**config.mk**
```make
export PLATFORM = sky130hd
export DESIGN_NAME = pfc_regs
export DESIGN_NICKNAME = d
export VERILOG_FILES = /design/src/verilog/pfc_pkg.sv /design/src/verilog/pfc_regs.sv /design/src/verilog/pfc_resolve.sv
export SDC_FILE = /design/constraint.sdc
export NUM_CORES = 1
export LEC_CHECK = 0
export ABC_AREA = 0
export BUFFER_PORTS_ARGS = -buffer_cell sky130_fd_sc_hd__buf_4
export CORE_ASPECT_RATIO = 0.8
export CORE_UTILIZATION = 30
export DETAILED_ROUTE_END_ITERATION = 16
export PLACE_DENSITY_LB_ADDON = 0.2
export SYNTH_ARGS = -nofsm -noshare
export SYNTH_HDL_FRONTEND = slang
export SYNTH_SLANG_ARGS = --single-unit
export TNS_END_PERCENT = 1
```
**constraint.sdc**
```tcl
create_clock -name clock -period 2.8 [get_ports clock]
set_clock_uncertainty 0.1 [all_clocks]
set_input_delay 0.56 -clock clock [delete_from_list [all_inputs] [get_ports clock]]
set_output_delay 0.56 -clock clock [all_outputs]
set_load 0.01 [all_outputs]
```
**src/verilog/pfc_pkg.sv**
```systemverilog
// Constants shared by the port 1 flow control register block
package pfc_pkg;
    // Register address
    localparam int          ADDR_W        = 12;
    localparam logic [11:0] FC_OFFSET     = 12'h1A0;
    // Field positions
    localparam int          BP_BIT        = 6;
    localparam int          DUP_BIT       = 5;
    localparam int          CUR_RX_BIT    = 4;
    localparam int          CUR_TX_BIT    = 3;
    localparam int          RX_BIT        = 2;
    localparam int          TX_BIT        = 1;
    localparam int          MAN_BIT       = 0;
    localparam int          RSVD_LSB      = 7;
    // Reset values before straps are taken
    localparam logic        FIELD_RST     = 1'b0;
    localparam logic [31:0] RDATA_RST     = 32'h0000_0000;
    // Cycles after reset release before synchronised straps are valid
    localparam logic [1:0]  STRAP_WAIT    = 2'h2;
    // Strap capture states
    typedef enum logic [1:0] {
        ST_WAIT = 2'b01,
        ST_RUN  = 2'b10
    } pfc_state_t;
endpackage

```
**src/verilog/pfc_regs.sv**
```systemverilog
// Port 1 flow control configuration and status register
module pfc_regs (
    // Clock and reset
    input  wire logic        clock,
    input  wire logic        rstn,
    // System register access
    input  wire logic [11:0] reg_addr,
    input  wire logic        reg_wr,
    input  wire logic [31:0] reg_wdata,
    input  wire logic        reg_rd,
    output logic [31:0]      reg_rdata,
    output logic             reg_rvalid,
    // Configuration strap pins
    input  wire logic        port1_backpressure_strap,
    input  wire logic        port1_full_duplex_pause_strap,
    input  wire logic        port1_manual_select_strap,
    // Strap rewrite from the configuration loader
    input  wire logic        port1_reload_strobe,
    input  wire logic        port1_reload_backpressure,
    input  wire logic        port1_reload_full_duplex_pause,
    input  wire logic        port1_reload_manual_select,
    // Link state from the port 1 transceiver
    input  wire logic        port1_autoneg_enable,
    input  wire logic        port1_half_duplex,
    input  wire logic        port1_an_rx_pause,
    input  wire logic        port1_an_tx_pause,
    // Controls to the port 1 MAC
    output logic             port1_backpressure_active,
    output logic             port1_rx_pause_active,
    output logic             port1_tx_pause_active
);
    // Strap synchroniser stages
    logic [2:0]          strap_meta;
    logic [2:0]          strap_sync;
    // Capture sequencer
    pfc_pkg::pfc_state_t state;
    pfc_pkg::pfc_state_t next_state;
    logic [1:0]          wait_cnt;
    logic [1:0]          next_wait_cnt;
    // Writable fields
    logic                port1_backpressure_enable;
    logic                port1_rx_pause_enable;
    logic                port1_tx_pause_enable;
    logic                port1_manual_flow_select;
    logic                next_bp;
    logic                next_rx;
    logic                next_tx;
    logic                next_man;
    // Status fields
    logic                port1_current_duplex;
    logic                port1_current_rx_pause_enable;
    logic                port1_current_tx_pause_enable;
    logic                res_rx;
    logic                res_tx;
    logic                next_bp_active;
    // Read path
    logic [31:0]         next_rdata;
    logic                next_rvalid;
    logic                wr_hit;

    // Register address match
    assign wr_hit = reg_wr && (reg_addr == pfc_pkg::FC_OFFSET);

    // Two flops on the strap pins
    always_ff @(posedge clock or negedge rstn) begin
        if (!rstn) begin
            strap_meta <= 3'h0;
            strap_sync <= 3'h0;
        end else begin
            strap_meta <= {port1_backpressure_strap, port1_full_duplex_pause_strap, port1_manual_select_strap};
            strap_sync <= strap_meta;
        end
    end

    // Sequencer and writable field next values
    always_comb begin
        next_state    = state;
        next_wait_cnt = wait_cnt;
        next_bp       = port1_backpressure_enable;
        next_rx       = port1_rx_pause_enable;
        next_tx       = port1_tx_pause_enable;
        next_man      = port1_manual_flow_select;
        case (state)
            pfc_pkg::ST_WAIT: begin
                // Wait for the synchronisers, then take the straps
                if (wait_cnt == pfc_pkg::STRAP_WAIT) begin
                    next_bp    = strap_sync[2];
                    next_rx    = strap_sync[1];
                    next_tx    = strap_sync[1];
                    next_man   = strap_sync[0];
                    next_state = pfc_pkg::ST_RUN;
                end else begin
                    next_wait_cnt = wait_cnt + 2'h1;
                end
            end
            pfc_pkg::ST_RUN: begin
                if (port1_reload_strobe) begin
                    // Loader rewrite takes precedence over a software write
                    next_bp  = port1_reload_backpressure;
                    next_rx  = port1_reload_full_duplex_pause;
                    next_tx  = port1_reload_full_duplex_pause;
                    next_man = port1_reload_manual_select;
                end else if (wr_hit) begin
                    // Only this block's fields; advertisement stays as is
                    next_bp  = reg_wdata[pfc_pkg::BP_BIT];
                    next_rx  = reg_wdata[pfc_pkg::RX_BIT];
                    next_tx  = reg_wdata[pfc_pkg::TX_BIT];
                    next_man = reg_wdata[pfc_pkg::MAN_BIT];
                end
            end
            default: begin
                next_state    = pfc_pkg::ST_WAIT;
                next_wait_cnt = 2'h0;
            end
        endcase
    end

    // Sequencer and writable field registers
    always_ff @(posedge clock or negedge rstn) begin
        if (!rstn) begin
            state                     <= pfc_pkg::ST_WAIT;
            wait_cnt                  <= 2'h0;
            port1_backpressure_enable <= pfc_pkg::FIELD_RST;
            port1_rx_pause_enable     <= pfc_pkg::FIELD_RST;
            port1_tx_pause_enable     <= pfc_pkg::FIELD_RST;
            port1_manual_flow_select  <= pfc_pkg::FIELD_RST;
        end else begin
            state                     <= next_state;
            wait_cnt                  <= next_wait_cnt;
            port1_backpressure_enable <= next_bp;
            port1_rx_pause_enable     <= next_rx;
            port1_tx_pause_enable     <= next_tx;
            port1_manual_flow_select  <= next_man;
        end
    end

    // Pause resolution from the current fields and link state
    pfc_resolve u_resolve (
        .manual_sel  (port1_manual_flow_select),
        .rx_enable   (port1_rx_pause_enable),
        .tx_enable   (port1_tx_pause_enable),
        .autoneg_on  (port1_autoneg_enable),
        .half_duplex (port1_half_duplex),
        .an_rx_pause (port1_an_rx_pause),
        .an_tx_pause (port1_an_tx_pause),
        .rx_active   (res_rx),
        .tx_active   (res_tx)
    );

    // Backpressure only matters in half duplex
    assign next_bp_active = port1_backpressure_enable && port1_half_duplex;

    // Status registers; fed every cycle from the fields and link state; the fields hold reset values until the straps are taken
    always_ff @(posedge clock or negedge rstn) begin
        if (!rstn) begin
            port1_current_duplex          <= pfc_pkg::FIELD_RST;
            port1_current_rx_pause_enable <= pfc_pkg::FIELD_RST;
            port1_current_tx_pause_enable <= pfc_pkg::FIELD_RST;
            port1_backpressure_active     <= pfc_pkg::FIELD_RST;
        end else begin
            port1_current_duplex          <= port1_half_duplex;
            port1_current_rx_pause_enable <= res_rx;
            port1_current_tx_pause_enable <= res_tx;
            port1_backpressure_active     <= next_bp_active;
        end
    end

    // Pause enables to the MAC are the reported ones
    assign port1_rx_pause_active = port1_current_rx_pause_enable;
    assign port1_tx_pause_active = port1_current_tx_pause_enable;

    // Read data assembly
    always_comb begin
        next_rdata  = pfc_pkg::RDATA_RST; // Reserved and unmapped read zero
        next_rvalid = reg_rd;
        if (reg_rd && (reg_addr == pfc_pkg::FC_OFFSET)) begin
            next_rdata[pfc_pkg::BP_BIT]     = port1_backpressure_enable;
            next_rdata[pfc_pkg::DUP_BIT]    = port1_current_duplex;
            next_rdata[pfc_pkg::CUR_RX_BIT] = port1_current_rx_pause_enable;
            next_rdata[pfc_pkg::CUR_TX_BIT] = port1_current_tx_pause_enable;
            next_rdata[pfc_pkg::RX_BIT]     = port1_rx_pause_enable;
            next_rdata[pfc_pkg::TX_BIT]     = port1_tx_pause_enable;
            next_rdata[pfc_pkg::MAN_BIT]    = port1_manual_flow_select;
        end
    end

    // Read data registers
    always_ff @(posedge clock or negedge rstn) begin
        if (!rstn) begin
            reg_rdata  <= pfc_pkg::RDATA_RST;
            reg_rvalid <= 1'b0;
        end else begin
            reg_rdata  <= next_rdata;
            reg_rvalid <= next_rvalid;
        end
    end
endmodule

```
**src/verilog/pfc_resolve.sv**
```systemverilog
// Resolves the pause enables actually in effect on port 1
module pfc_resolve (
    // Configuration fields
    input  wire logic manual_sel,
    input  wire logic rx_enable,
    input  wire logic tx_enable,
    // Link state from the transceiver
    input  wire logic autoneg_on,
    input  wire logic half_duplex,
    input  wire logic an_rx_pause,
    input  wire logic an_tx_pause,
    // Resolved result
    output logic      rx_active,
    output logic      tx_active
);
    // Choose source of the pause enables
    always_comb begin
        if (half_duplex) begin
            // No pause frames in half duplex
            rx_active = 1'b0;
            tx_active = 1'b0;
        end else if (!manual_sel && autoneg_on) begin
            // Negotiated result, enable bits ignored
            rx_active = an_rx_pause;
            tx_active = an_tx_pause;
        end else begin
            // Manual or negotiation off: enable bits
            rx_active = rx_enable;
            tx_active = tx_enable;
        end
    end
endmodule
```
* Word-level counts from Yosys, hierarchy flattened
Index checks and enable logic that the tools add are counted.
Word-level totals: flip-flop bits (word level) 26, output and inout port bits 36, word-level logic and storage cells 56
Operators by class: add/sub/neg operators 1, equality and inequality tests 7, muxes and demuxes 24, bitwise gates (word level) 1, reduce and logical (&&, ||, !) cells 9
Operators with widths (number):
- 1-bit two-way mux | 15
- 12-bit by 9-bit == test with 1-bit output (second input constant) | 1
- 1-bit one-hot mux with 2 select lines | 4
- 2-bit one-hot mux with 2 select lines | 2
- 7-bit two-way mux | 1
- 2-bit == test (second input constant) | 2
- 1-bit logical AND | 4
- 2-bit two-way mux | 2
- 2-bit != test (second input constant) | 2
- 2-bit AND reduction | 2
- 3-bit != test (second input constant) | 1
- 3-bit AND reduction | 1
- 2-bit by 1-bit adder with 2-bit output (second input constant) | 1
- 2-bit by 1-bit == test with 1-bit output (second input constant) | 1
- 2-bit nonzero test | 1
- 1-bit zero test | 1
- 1-bit NOT | 1

* Longest topological paths before layout
depth in word-level cells 5, depth in mapped cells 5, gate-level depth less buffers 5

* Hierarchy
From an unflattened synthesis, not the netlist that was laid out.
Second synthesis, totals: cell total of the unflattened synthesis 105, area, all modules 1231.2 um2
By module, submodules not included:
- pfc_regs | instances 1, cells an instance 98, area each 1168.6 um2, sequential area each 651.9 um2
- pfc_resolve | instances 1, cells an instance 7, area each 62.6 um2, sequential area each 0.0 um2

* Worst setup path before layout
OpenSTA, ideal clock, no wires.
path type in2reg, start point input port reg_addr[1], end point register port1_rx_pause_enable, setup time 0.125 ns, data arrival time 1.554 ns, data required time 2.575 ns, path slack 1.021 ns, stages 4, path through nor4_1 -> and4b_1 -> a41o_4 -> mux2_4
Between the ends: cells in the longest elaborated chain, start to end 4
RTL lines:
- from (decl) | line pfc_regs.sv:7 | input wire logic [11:0] reg_addr,
- 12-bit by 9-bit == test with 1-bit output | line pfc_regs.sv:62 | assign wr_hit = reg_wr && (reg_addr == pfc_pkg::FC_OFFSET);
- 1-bit logical AND | line pfc_regs.sv:62
- 3-bit != test (no line)
- 3-bit AND reduction (no line)
- to (signal assigned) | line pfc_regs.sv:124 | port1_rx_pause_enable <= pfc_pkg::FIELD_RST;
- to (signal assigned) | line pfc_regs.sv:131 | port1_rx_pause_enable <= next_rx;
- to (decl) | line pfc_regs.sv:42 | logic port1_rx_pause_enable;
No other way between the ends. A chain may end at the register's enable or synchronous reset.

* Worst setup path after layout
start point register wait_cnt[0], end point register port1_rx_pause_enable
Between the ends: cells in the longest elaborated chain, start to end 3
RTL lines:
- from (decl) | line pfc_regs.sv:38 | logic [1:0] wait_cnt;
- from (signal assigned) | line pfc_regs.sv:129 | wait_cnt <= next_wait_cnt;
- 2-bit == test | line pfc_regs.sv:86 | if (wait_cnt == pfc_pkg::STRAP_WAIT) begin
- 2-bit != test (no line)
- 3-bit AND reduction (no line)
No other way between the ends.

==> reports/qor.yml <==
core_um2: 3830
final.setup.tns_ns: 0
ios: 95
overflow: 0
synth-edff-count: 0
max_stage_delay_ns: 0.37
antenna_found_initial: 0
path_cells: "inv_1, ha_1, a22o_1, a41o_4, mux2_4"
finalInstanceArea_um2: 1550
place_congestion: 0.699
placed_cell_area_um2: 1480
postRouteAntennaNets: 0
slowest_stage: "dfrtp_1"
cts_tree: "yes"
ys_seq_area_frac: 0.542
rsz0062_at_grt: "false"
grt_pass1_wl_mm: 3.28
syn_area_um2: 1200
dieArea_um2: 4270
yosys_warnings: 0
die_y_um: 58.6
synth_area_leaders: "dfrtp_1 52%, buf_4 16%, mux2i_1 5.0%"
cp_max_fo: 5
crit_path_start_kind: "register"
die_x_um: 72.8
insertion_delay_ns: 0.26
post-cts-setup-buffer-count: 0
grt_start_max_net_pins: 27
gr-usage-met2: 0.170
end_kind: "register"
grt_util_met1: 0.122
total_power_mw: 0.799
crit_type: "reg2reg"
vias: 758
cts_sinks: 26
synthTopCellsByCount: "25 x buf_4, 25 x dfrtp_1, 8 x and2_1"
status: "finished, final reports clean"
ys_ff_latch: 26
cts_buffers: 3
power.density_nw_per_um2: 514
final_cells: 202
num_rows: 20
postSynthCellCount: 103
synth_top_cell_by_area: "dfrtp_1"
wire_per_inst_um: 9.67
fmax_ghz: 0.594
dr.pass1.iters: 4
p_leak_nw: 0.811
syn_avg_cell_area_um2: 11.7
wl_mm: 1.95
critPathBufInv: 1
cp_top_family: "compound AO/OA/AOI/OAI gates"
synth_top_area_share: 0.520
nets: 208
port_buffers: 41
finalHoldViolations: 0
cts_root_buffer: "clkbuf_8"
grt_pass1_vias: 735
cts_resized: 0
hpwl_mm: 1.59
setup_violations: 0
fin_crit_ns: 1.68
ir_drop_v: 0.000300
clockBufferDepth: 2
pre_cts_ws_ns: 0.848
ys_async_sr_fraction: 1.00
layout-drive-gt1-share: 0.347
hold_class: "in2async"
syn_to_final_growth_pct: 29.1
path_clk_slew_ns: 0.08
fin_ws_ns: 1.12
final_util: 0.406
initial_core_util: 0.314
cp.required_ns: 2.85
synth_ff_type: "dfrtp_1"
vias_per_cell: 3.75
report.final.slew_viol_count: 0
fin_hold_ws_ns: 0.0846
drt_iter0_markers: 22
yosysUniqueCellTypes: 24
arrival_ns: 1.74
placed_cells: 198
cts.htree.levels: 1
fin_crit_sh: 0.601
maxCapViolations: 0
hold_buffers: 0
met3_usage: 0.0462
antenna_cells: 0
gr-usage-all-layers: 0.102
busiest_layer: "met2"
drc: 0
placed cells by master, fill, tap and decap left out:
cell / instances
a21oi_1: 6
and4b_1: 1
nand2b_2: 1
mux2i_1: 6
a41o_4: 1
nor2_1: 6
inv_1: 4
buf_4: 41
nand2b_1: 2
ha_1: 1
conb_1: 25
mux2_4: 2
and2_1: 8
nor4bb_1: 1
dfstp_2: 1
nor2b_1: 3
o21ai_0: 2
a22o_2: 1
nor4_1: 1
nand2_1: 2
bufinv_16: 1
a22o_1: 1
clkbuf_8: 3
and3_1: 1
dfrtp_1: 25
xnor2_1: 1
final timing paths:
path / from / to / slack, ns / cells after the start
max: wait_cnt[0] / port1_rx_pause_enable / 1.12 / 5
min: rstn / strap_meta[0] / 0.08 / 1
max reg2reg: wait_cnt[0] / port1_rx_pause_enable / 1.12 / 5
min reg2reg: strap_meta[1] / strap_sync[1] / 0.25 / 0
max in group asynchronous: rstn / state[0] / 2.23 / 1
min in group clock: strap_meta[1] / strap_sync[1] / 0.25 / 0
power breakdown:
| part | switching, mW | internal [mW] |
|---|---|---|
| clock network | 0.111 | 0.191 |
| logic | 0.0451 | 0.0507 |
| registers | 0.00816 | 0.392 |
| total | 0.165 | 0.634 |
cells by family (layout without fill, tap and decap cells):
| logic type | count (synthesis) | in the layout | share of synthesized area |
|---|---|---|---|
| buffers and inverters | 29 | 49 | 0.169 |
| adders and majority gates | 1 | 1 | 0.0104 |
| DFF | 26 | 26 | 0.542 |
| and+or+nand+nor | 26 | 26 | 0.127 |
| muxes | 8 | 8 | 0.0749 |
| AOI/OAI and AO/OA | 11 | 11 | 0.0666 |
| other | 1 | 25 | 0.00312 |
| xor gates and xnor gates | 1 | 1 | 0.00729 |
final cells by class:
class | count | area, um2
fillers | 387 | 2280
flip-flops and latches | 26 | 652
multi-input cells | 72 | 438
repair buffers | 41 | 308
well taps | 55 | 68.8
clock buffers | 3 | 41.3
clock inverters | 1 | 30.0
inverters | 4 | 15.0
state kept, by name, indices dropped and copies added (netlist names):
register                   count
port1_backpressure_active      1
state                          2
port1_rx_pause_active          1
port1_tx_pause_active          1
port1_current_duplex           1
port1_backpressure_enable      1
reg_rvalid                     1
port1_rx_pause_enable          1
wait_cnt                       2
port1_manual_flow_select       1
strap_sync                     3
port1_tx_pause_enable          1
strap_meta                     3
reg_rdata                      7
layer usage:
metal	wire (um)	share of wire	vias up
met5	0	0	-
met4	0	0	0
met3	163	0.083	0
met2	894	0.46	41
met1	895	0.46	343
li1	-	-	374
worst reg2reg max path, delay by kind of cell, from the launching register on:
family / cells / cell delay, ns
AO/OA/AOI/OAI: 2 / 0.50
adder cells (fa/ha/maj): 1 / 0.25
buffers and inverters: 1 / 0.06
flip-flops: 1 / 0.37
multiplexers: 1 / 0.29
No activity file was read; power rests on OpenSTA's default activity.
